<file path="src/rtf_defines.svh">
// Register map, field layout and reset constants of the time and date field block.
// Assumes inclusion by bare name; it holds definitions only.
`ifndef RTF_DEFINES_SVH
`define RTF_DEFINES_SVH
`define RTF_OFF_MIN 12'h004
`define RTF_OFF_HOUR 12'h008
`define RTF_OFF_WDAY 12'h00c
`define RTF_OFF_MDAY 12'h010
`define RTF_OFF_MONTH 12'h014
`define RTF_OFF_BANK 12'h01c
`define RTF_MIN_W 7
`define RTF_HOUR_W 6
`define RTF_WDAY_W 3
`define RTF_MDAY_W 6
`define RTF_PM_BIT 5
`define RTF_BANK_RST 1'h0
`endif

</file>
<file path="src/rtf_pkg.sv">
// Types shared by the time and date field block.
// Assumes nothing beyond a SystemVerilog compiler.
package rtf_pkg;
  // Register bank selected by the bank control bit.
  typedef enum logic [0:0] {
    RTF_CLOCK_BANK = 1'b0,
    RTF_ALARM_BANK = 1'b1
  } rtf_bank_e;
endpackage : rtf_pkg

</file>
<file path="src/rtf_time_date_fields.sv">
// Minute, hour, weekday and day-of-month fields of a real-time clock, in a clock bank
// and an alarm bank, reached over APB. Assumes a 20 MHz clk and a master that keeps
// the APB protocol; counting, carry and alarm matching live outside this block.
//
// Design decisions made here: the placing of the registers and register access over APB.
`timescale 1ns/1ns
`include "rtf_defines.svh"
module rtf_time_date_fields (
  input wire logic clk,
  input wire logic rst,
  input wire logic psel,
  input wire logic penable,
  input wire logic pwrite,
  input wire logic [11:0] paddr,
  input wire logic [31:0] pwdata,
  input wire logic [3:0] pstrb,
  output logic [31:0] prdata,
  output logic pready,
  output logic pslverr,
  output logic [6:0] clk_minute,
  output logic [5:0] clk_hour,
  output logic [2:0] clk_weekday,
  output logic [5:0] clk_mday,
  output logic [6:0] alm_minute,
  output logic [5:0] alm_hour,
  output logic [2:0] alm_weekday,
  output logic [5:0] alm_mday,
  output logic twelve_24_select,
  output logic hour_pm,
  output logic bank_sel
);
  // Per-register address hits; the offsets are distinct, so at most one is set.
  logic hit_min;
  logic hit_hour;
  logic hit_wday;
  logic hit_mday;
  logic hit_month;
  logic hit_bank;
  logic hit;
  // Bus strobes and the bank index that steers banked accesses.
  logic wr_go;
  logic rd_go;
  logic bidx;
  // Field storage; index 0 is the clock bank and index 1 the alarm bank.
  logic [`RTF_MIN_W-1:0] min_q [0:1];
  logic [`RTF_HOUR_W-1:0] hour_q [0:1];
  logic [`RTF_WDAY_W-1:0] wday_q [0:1];
  logic [`RTF_MDAY_W-1:0] mday_q [0:1];
  // Per-bank write enables of the field registers.
  logic [1:0] min_we;
  logic [1:0] hour_we;
  logic [1:0] wday_we;
  logic [1:0] mday_we;
  // Format bit, bank bit and read data.
  logic fmt_we;
  logic fmt_q;
  rtf_pkg::rtf_bank_e bank_r;
  rtf_pkg::rtf_bank_e bank_nxt;
  logic [31:0] rdata_r;
  logic [31:0] rdata_nxt;

  // Every access completes in its first access cycle, so pready is tied by design.
  assign pready = 1'h1;
  assign wr_go = psel & penable & pwrite & pstrb[0];
  assign rd_go = psel & ~penable & ~pwrite;
  assign bidx = bank_r;

  // Address decode into one hit per register.
  always_comb begin
    hit_min = 1'h0;
    hit_hour = 1'h0;
    hit_wday = 1'h0;
    hit_mday = 1'h0;
    hit_month = 1'h0;
    hit_bank = 1'h0;
    if (paddr == `RTF_OFF_MIN) begin
      hit_min = 1'h1;
    end else if (paddr == `RTF_OFF_HOUR) begin
      hit_hour = 1'h1;
    end else if (paddr == `RTF_OFF_WDAY) begin
      hit_wday = 1'h1;
    end else if (paddr == `RTF_OFF_MDAY) begin
      hit_mday = 1'h1;
    end else if (paddr == `RTF_OFF_MONTH) begin
      hit_month = 1'h1;
    end else if (paddr == `RTF_OFF_BANK) begin
      hit_bank = 1'h1;
    end
  end

  // Unmapped addresses answer with pslverr and change nothing.
  assign hit = hit_min | hit_hour | hit_wday | hit_mday | hit_month | hit_bank;
  assign pslverr = psel & penable & ~hit;

  // Write enables; the selected bank picks which copy of a field is written.
  always_comb begin
    min_we = 2'h0;
    hour_we = 2'h0;
    wday_we = 2'h0;
    mday_we = 2'h0;
    fmt_we = 1'h0;
    if (wr_go) begin
      if (hit_min) begin
        min_we[bidx] = 1'h1;
      end else if (hit_hour) begin
        hour_we[bidx] = 1'h1;
      end else if (hit_wday) begin
        wday_we[bidx] = 1'h1;
      end else if (hit_mday) begin
        mday_we[bidx] = 1'h1;
      end else if (hit_month) begin
        // The format bit exists only in the alarm bank; clock-bank month is outside.
        fmt_we = (bank_r == rtf_pkg::RTF_ALARM_BANK);
      end
    end
  end

  // Bank select next value.
  always_comb begin
    bank_nxt = bank_r;
    if (wr_go && hit_bank) begin
      bank_nxt = rtf_pkg::rtf_bank_e'(pwdata[0]);
    end
  end

  // Read mux; the word is captured in the setup cycle so prdata comes from a flop.
  always_comb begin
    rdata_nxt = rdata_r;
    if (rd_go) begin
      rdata_nxt = 32'h0000_0000;
      if (hit_min) begin
        rdata_nxt[`RTF_MIN_W-1:0] = min_q[bidx];
      end else if (hit_hour) begin
        rdata_nxt[`RTF_HOUR_W-1:0] = hour_q[bidx];
      end else if (hit_wday) begin
        rdata_nxt[`RTF_WDAY_W-1:0] = wday_q[bidx];
      end else if (hit_mday) begin
        rdata_nxt[`RTF_MDAY_W-1:0] = mday_q[bidx];
      end else if (hit_month) begin
        if (bank_r == rtf_pkg::RTF_ALARM_BANK) begin
          rdata_nxt[0] = fmt_q;
        end
      end else if (hit_bank) begin
        rdata_nxt[0] = bank_r;
      end
    end
  end

  // Only the bank bit and read data are reset; field values stay undefined
  // after reset like the real counters, which saves reset wiring.
  always_ff @(posedge clk or posedge rst) begin
    if (rst) begin
      bank_r <= rtf_pkg::RTF_CLOCK_BANK;
      rdata_r <= 32'h0000_0000;
    end else begin
      bank_r <= bank_nxt;
      rdata_r <= rdata_nxt;
    end
  end

  // Clock-bank minute; only the field bits are kept, upper bits drop.
  rtf_field_reg #(
    .W(`RTF_MIN_W)
  ) clk_min_reg_i (
    .clk(clk),
    .wr_en(min_we[0]),
    .wr_val(pwdata[`RTF_MIN_W-1:0]),
    .q(min_q[0])
  );

  // Alarm-bank minute.
  rtf_field_reg #(
    .W(`RTF_MIN_W)
  ) alm_min_reg_i (
    .clk(clk),
    .wr_en(min_we[1]),
    .wr_val(pwdata[`RTF_MIN_W-1:0]),
    .q(min_q[1])
  );

  // Clock-bank hour.
  rtf_field_reg #(
    .W(`RTF_HOUR_W)
  ) clk_hour_reg_i (
    .clk(clk),
    .wr_en(hour_we[0]),
    .wr_val(pwdata[`RTF_HOUR_W-1:0]),
    .q(hour_q[0])
  );

  // Alarm-bank hour.
  rtf_field_reg #(
    .W(`RTF_HOUR_W)
  ) alm_hour_reg_i (
    .clk(clk),
    .wr_en(hour_we[1]),
    .wr_val(pwdata[`RTF_HOUR_W-1:0]),
    .q(hour_q[1])
  );

  // Clock-bank weekday.
  rtf_field_reg #(
    .W(`RTF_WDAY_W)
  ) clk_wday_reg_i (
    .clk(clk),
    .wr_en(wday_we[0]),
    .wr_val(pwdata[`RTF_WDAY_W-1:0]),
    .q(wday_q[0])
  );

  // Alarm-bank weekday.
  rtf_field_reg #(
    .W(`RTF_WDAY_W)
  ) alm_wday_reg_i (
    .clk(clk),
    .wr_en(wday_we[1]),
    .wr_val(pwdata[`RTF_WDAY_W-1:0]),
    .q(wday_q[1])
  );

  // Clock-bank day of month.
  rtf_field_reg #(
    .W(`RTF_MDAY_W)
  ) clk_mday_reg_i (
    .clk(clk),
    .wr_en(mday_we[0]),
    .wr_val(pwdata[`RTF_MDAY_W-1:0]),
    .q(mday_q[0])
  );

  // Alarm-bank day of month; banked as well, so alarms can match a date.
  rtf_field_reg #(
    .W(`RTF_MDAY_W)
  ) alm_mday_reg_i (
    .clk(clk),
    .wr_en(mday_we[1]),
    .wr_val(pwdata[`RTF_MDAY_W-1:0]),
    .q(mday_q[1])
  );

  // Hour format bit; undefined until software sets it, as the fields are.
  rtf_field_reg #(
    .W(1)
  ) fmt_reg_i (
    .clk(clk),
    .wr_en(fmt_we),
    .wr_val(pwdata[0:0]),
    .q(fmt_q)
  );

  // Field values to the counting and alarm logic around this block.
  assign prdata = rdata_r;
  assign clk_minute = min_q[0];
  assign clk_hour = hour_q[0];
  assign clk_weekday = wday_q[0];
  assign clk_mday = mday_q[0];
  assign alm_minute = min_q[1];
  assign alm_hour = hour_q[1];
  assign alm_weekday = wday_q[1];
  assign alm_mday = mday_q[1];
  assign twelve_24_select = fmt_q;
  // In 12-hour mode bit 5 of the clock hour marks the afternoon.
  assign hour_pm = ~fmt_q & hour_q[0][`RTF_PM_BIT];
  assign bank_sel = bank_r;
endmodule : rtf_time_date_fields

// One field register without reset; it keeps its value until a write enable.
// No reset on purpose: the field holds whatever it powered up with until written.
module rtf_field_reg #(
  parameter int W = 7
) (
  input wire logic clk,
  input wire logic wr_en,
  input wire logic [W-1:0] wr_val,
  output logic [W-1:0] q
);
  logic [W-1:0] q_r;
  logic [W-1:0] q_nxt;

  // Next value: the written word on a write, else the held value.
  always_comb begin
    q_nxt = q_r;
    if (wr_en) begin
      q_nxt = wr_val;
    end
  end

  // Storage flops.
  always_ff @(posedge clk) begin
    q_r <= q_nxt;
  end

  // The field value as seen by the bank logic.
  assign q = q_r;
endmodule : rtf_field_reg

</file>
<file path="config.mk">
export PLATFORM = sky130hd
export DESIGN_NAME = rtf_time_date_fields
export DESIGN_NICKNAME = d
export VERILOG_FILES = /design/src/rtf_pkg.sv /design/src/rtf_time_date_fields.sv
export VERILOG_INCLUDE_DIRS = /design/src
export SDC_FILE = /design/constraint.sdc
export NUM_CORES = 1
export LEC_CHECK = 0
export BUFFER_PORTS_ARGS = -buffer_cell sky130_fd_sc_hd__buf_2
export CAP_MARGIN = 10
export CORE_MARGIN = 3
export CORE_UTILIZATION = 40
export CTS_BUF_LIST = sky130_fd_sc_hd__clkbuf_4
export DETAILED_ROUTE_END_ITERATION = 7
export PLACE_DENSITY = 0.73
export SLEW_MARGIN = 5
export SYNTH_ARGS = -nofsm -noshare
export SYNTH_HDL_FRONTEND = slang
export SYNTH_SLANG_ARGS = --single-unit
</file>
<file path="constraint.sdc">
create_clock -name clk -period 2.15 [get_ports clk]
set_input_delay 0.1075 -clock clk [delete_from_list [all_inputs] [get_ports clk]]
set_output_delay 0.1075 -clock clk [all_outputs]
set_load 0.02 [all_outputs]
</file>
## After elaboration in Yosys (flattened, before gate mapping)

Index checks and enable logic that the tools add are counted.

- Register bits after elaboration: 53
- Output and inout port bits: 81
- Logic and storage cells: 104

- Magnitude comparators: 3
- Equal/unequal tests: 6
- Multiplexer cells: 65
- Bitwise operators: 17
- Reductions and logical operators: 2

Operators with widths:

| cell | count |
|---|---|
| $mux 6 | 8 |
| $eq 12x5->1 const B | 3 |
| $mux 1 | 33 |
| $mux 2 | 14 |
| $eq 12x4->1 const B | 2 |
| $mux 7 | 3 |
| $mux 3 | 5 |
| $eq 12x3->1 const B | 1 |
| $and 1x1->1 | 7 |
| $mux 5 | 1 |
| $or 1x1->1 | 5 |
| $not 1->1 | 4 |
| $ge 2x2->1 const B | 1 |
| $logic_and 1x1->1 | 2 |
| $lt 1x2->1 const B | 1 |
| $not 1->2 | 1 |
| $demux 1 s1 | 1 |
| $ge 1x1->1 const B | 1 |

## Depth between registers and ports, before layout

- Word-level depth: 13
- Depth in mapped cells: 6
- Gate-level depth less buffers: 4

## Modules after synthesis

From an unflattened synthesis, not the netlist that was laid out.

- Cell total of the unflattened synthesis: 177
- Area, all modules: 2443.6 µm²

Modules (own cells, without submodules):

| module | instances | cells an instance | area each (µm²) | seq. area each (µm²) |
|---|---|---|---|---|
| rtf_time_date_fields | 1 | 132 | 1092.3 | 200.2 |
| rtf_field_reg at alm_hour_reg_i ... | 4 | 6 | 180.2 | 180.2 |
| rtf_field_reg at alm_min_reg_i ... | 2 | 7 | 210.2 | 210.2 |
| rtf_field_reg at alm_wday_reg_i ... | 2 | 3 | 90.1 | 90.1 |
| rtf_field_reg at fmt_reg_i | 1 | 1 | 30.0 | 30.0 |

## Worst setup path after synthesis

OpenSTA, ideal clock, no wires.

- Path kind: flip-flop to flip-flop
- Start: reg bank_r, in the netlist bank_sel
- End: reg alm_hour_reg_i.q_r[0], in the netlist alm_hour_reg_i.q[0], enable pin
- Library setup time: 0.377 ns
- Arrival time: 1.809 ns
- Setup slack: -0.036 ns
- Stages on the path, launching flop included: 5
- Buffers on the path: 2
- Cells stage by stage: dfrtp_1 -> buf_2 -> buf_1 -> nand3_1 -> nor3_1

- Longest elaborated chain between the ends: 7

Ends and longest elaborated chain:

| what | RTL line | RTL |
|---|---|---|
| from (decl) | rtf_time_date_fields.sv:57 | `rtf_pkg::rtf_bank_e bank_r;` |
| from (signal assigned) | rtf_time_date_fields.sv:153 | `bank_r <= rtf_pkg::RTF_CLOCK_BANK;` |
| from (signal assigned) | rtf_time_date_fields.sv:156 | `bank_r <= bank_nxt;` |
| $lt 1x2->1 (not written as such) or $ge 1x1->1 (tied branches) | rtf_time_date_fields.sv:106 | `hour_we[bidx] = 1'h1;` |
| $logic_and 1x1->1 (not written as such) | rtf_time_date_fields.sv:106 |  |
| $mux 1 (not written as such) | rtf_time_date_fields.sv:106 |  |
| $demux 1 s1 (*) | rtf_time_date_fields.sv:106 |  |
| $mux 2 (*) | rtf_time_date_fields.sv:105 | `end else if (hit_hour) begin` |
| $mux 2 (*) | rtf_time_date_fields.sv:103 | `if (hit_min) begin` |
| $mux 2 (*) | rtf_time_date_fields.sv:102 | `if (wr_go) begin` |
| named net alm_hour_reg_i.wr_en | rtf_time_date_fields.sv:273 | `input wire logic wr_en,` |
| to (signal assigned) | rtf_time_date_fields.sv:290 | `q_r <= q_nxt;` |
| to (decl) | rtf_time_date_fields.sv:277 | `logic [W-1:0] q_r;` |

The timed path passes the listed nets; every way through them passes the cells marked *.
A chain may end at the register's enable or synchronous reset.

## Worst setup path after layout

- Start: in paddr[7]
- End: out pslverr

- Longest elaborated chain between the ends: 10

Ends and longest elaborated chain:

| what | RTL line | RTL |
|---|---|---|
| from (decl) | rtf_time_date_fields.sv:14 | `input wire logic [11:0] paddr,` |
| $eq 12x4->1 (no line) or $eq 12x5->1 (tied branches) | - |  |
| $mux 1, on equally long branches (2 in a row) | - |  |
| $or 1x1->1, or another cell as far along (3 in a row) | rtf_time_date_fields.sv:92 | `assign hit = hit_min \| hit_hour \| hit_wday \| hit_mday \| hit_month \| hit_bank;` |
| $or 1x1->1 or $mux 1 (tied branches) | rtf_time_date_fields.sv:92, rtf_time_date_fields.sv:76 |  |
| $or 1x1->1 (*) | rtf_time_date_fields.sv:92 |  |
| $not 1->1 (*) | rtf_time_date_fields.sv:93 | `assign pslverr = psel & penable & ~hit;` |
| $and 1x1->1 (*) | rtf_time_date_fields.sv:93 |  |
| to (decl) | rtf_time_date_fields.sv:19 | `output logic pslverr,` |

Mark *: on every way between the ends. The rest lies on a longest branch, timed or not.

==> results.json <==
{
  "status": "finished clean",
  "netlist.top_cell.by_area": "edfxtp_1",
  "synth_cell_types": 38,
  "place_area_sq_um": 2940,
  "detail_route.wl_per_cell_microns": 16.0,
  "gp_congestion": 0.888,
  "post_drt_via_cell_ratio": 4.91,
  "postSynthCellCount": 190,
  "final_max_slew_viol_count": 0,
  "clk_pin_slew_worst_paths_ps": 140,
  "crit_top_cell": "buf_2",
  "grt-ovfl-total": 0,
  "synthesis.area_per_instance_sq_um": 13.1,
  "ys_warn_count": 0,
  "cp-end-kind": "output pin",
  "rsz0062_at_grt": "no",
  "chip_height_microns": 84.8,
  "grt_util_all_layers": 0.164,
  "ctsRootBufferMaster": "clkbuf_4",
  "p_leak_nw": 1.22,
  "routed_wl_microns": 5770,
  "io_pins": 134,
  "timing.final.crit_share": 0.782,
  "clock_tree.htree_level_count": 2,
  "startpoint_type": "input pin",
  "power.density_nw_per_um2": 580,
  "min_period_ps": 1680,
  "groute.layer.met2.usage": 0.280,
  "crit_family": "simple AND/OR/NAND/NOR gates",
  "vdd.ir_drop.worst_mv": 0.496,
  "numClockSinks": 53,
  "share_of_post_route_cells_with_drive_strength_above_1": 0.396,
  "largest_net_degree_at_the_start_of_global_routing": 17,
  "dr_total_vias": 1768,
  "leading_cell_types_by_total_area_after_synthesis": "edfxtp_1 (54%), dfrtp_1 (8.1%), buf_4 (7.9%)",
  "clock_tree.buffer_depth": 2,
  "initial_antenna_violation_count": 0,
  "timing.critical_path.slowest_stage_cell": "or4_4",
  "antenna_left": 0,
  "worstPathArrival_ps": 1570,
  "wire_length_of_the_first_global_routing_pass_microns": 8970,
  "hpwlAfterDp_microns": 4360,
  "met3_usage": 0.0314,
  "required_ps": 2040,
  "count_of_tritonroute_iterations_in_the_first_routing_pass": 4,
  "hold_viol_final": 0,
  "antennaDiodeCount": 0,
  "yosys_register_bits": 53,
  "timing.critical_path.buf_inv": 3,
  "timing.fmax_ghz": 0.595,
  "layout-area-overhead-vs-synth_pct": 22.9,
  "setup_total_negative_slack_ps": 0,
  "numPortBuffers": 79,
  "globalRouteMet1Util": 0.206,
  "initial_core_util": 0.417,
  "yosysSeqAreaShare": 0.625,
  "finClkSkew_ps": 10.9,
  "cts.repair_timing.setup_buffer_count": 0,
  "critical_path_class": "in2out",
  "layout.nets": 337,
  "critical_path.cell_chain": "buf_2 -> or4_4 -> nor3_2 -> buf_4 -> o21ai_0 -> and3_1 -> buf_2",
  "critPathMaxStageDelay_ps": 570,
  "max_cap_viol_count": 0,
  "cp_max_fanout": 4,
  "hold_path.class": "in2reg",
  "insertion_delay_ps": 360,
  "post-route-drc-count": 0,
  "detail_route.iter0.violations": 88,
  "final_design_area_no_fill_sq_um": 3050,
  "synth_top_cell_area_share": 0.544,
  "coreArea_sq_um": 5960,
  "final-setup-viol-count": 0,
  "grt_pass1_vias": 1738,
  "design.die.area_sq_um": 7190,
  "cts_buffers": 5,
  "placement_rows": 28,
  "tritoncts_clock_tree": "built",
  "gr-max-usage-layer": "met2",
  "post_syn_area_sq_um": 2480,
  "die_w_microns": 84.8
}
==> placed cells by master, fill, tap and decap left out, types with 6 or more instances in the layout <==
master and instances:
a21oi_1 11, buf_2 79, buf_4 14, clkbuf_4 6, conb_1 26, dfrtp_1 8
edfxtp_1 45, mux2i_1 16, nand2_1 6, nor2_1 16
==> metal layers <==
layer  part of all wire  wire length [microns]
met3              0.078                    450
met2               0.49                   2820
met1               0.41                   2350
met4              0.026                    151
met5                  0                      0
==> metrics by stage <==
stage                     power (mW)  setup WS [ps]  utilization  cells  hold slack [ps]
after floorplan                 1.31           89.5            -    214            -76.8
final                           1.77            468        0.512    360             19.9
after global placement          1.34            219        0.494    347             83.3
after detailed placement        1.34            203        0.494    347             73.7
after CTS                       1.78            449        0.512    360             12.8
after global routing            1.85            339        0.512    360             6.75
==> where the power goes <==
part | total [mW] | switching (mW) | internal (mW)
Sequential | 1.14 | 0.00951 | 1.13
Clock | 0.441 | 0.297 | 0.144
Combinational | 0.188 | 0.131 | 0.0565
==> sequential cells by signal (all words and copies together), names as in the netlist <==
| name | cells |
|---|---|
| clk_min_reg_i.q | 7 |
| prdata | 7 |
| clk_wday_reg_i.q | 3 |
| alm_hour_reg_i.q | 6 |
| clk_mday_reg_i.q | 6 |
| fmt_reg_i.q | 1 |
| clk_hour_reg_i.q | 6 |
| bank_sel | 1 |
| alm_mday_reg_i.q | 6 |
| alm_wday_reg_i.q | 3 |
| alm_min_reg_i.q | 7 |
==> layout make-up <==
class                   instances  area (sq um)
fillers                       538          2910
flip-flops and latches         53          1550
multi-input cells             125           792
repair buffers                 98           551
well taps                      75          93.8
clock buffers                   6          45.0
clock inverters                 2          13.8
inverters                       1          3.75
==> synth_stat cells (all sizes together) <==
library cell  count
a21oi            11
a311o             1
a31oi             1
and3              3
buf              29
clkbuf            6
conb              2
dfrtp             8
edfxtp           45
inv               1
mux2              6
mux2i            16
nand2             6
nand2b            3
nand3             4
nand3b            2
nand4             2
nor2             16
nor2b             1
nor3              5
nor3b             1
nor4              3
nor4b             1
o211a             1
o21ai             3
o22ai             5
o31ai             1
o32ai             1
or3b              3
or4               2
xor2              1
==> what timing repair did <==
item	4_1_cts	5_1_grt
hold buffers	5	0
endpoints found under the hold margin	28	0
gates resized for setup	0	0
==> cells by family after synthesis <==
| family | share of synthesized area |
|---|---|
| AND/OR/NAND/NOR | 0.125 |
| XOR/XNOR | 0.00353 |
| multiplexers | 0.0917 |
| flip-flops | 0.625 |
| AO/OA/AOI/OAI | 0.0580 |
| other | 0.00303 |
| buffers and inverters | 0.0943 |
==> worst reg2reg max path, delay by kind of cell, from the launching register on <==
kind            cells  cell delay, ps
compound gates      3             420
buf+inv             1             320
mux                 1             230
flops               1             620
==> path summary, 6_finish.rpt <==
| kind | startpoint | end | slack (ps) | cells past startpoint |
|---|---|---|---|---|
| max | paddr[7] | pslverr | 470 | 7 |
| min | pwdata[2] | clk_min_reg_i.q[2] | 20 | 1 |
| max reg2reg | bank_sel | prdata[2] | 480 | 5 |
| min reg2reg | prdata[6] | prdata[6] | 490 | 2 |
| max in group asynchronous | rst | prdata[5] | 1700 | 3 |
| min in group asynchronous | rst | prdata[6] | 210 | 3 |
Note: power is estimated with default switching activity, not from simulation.
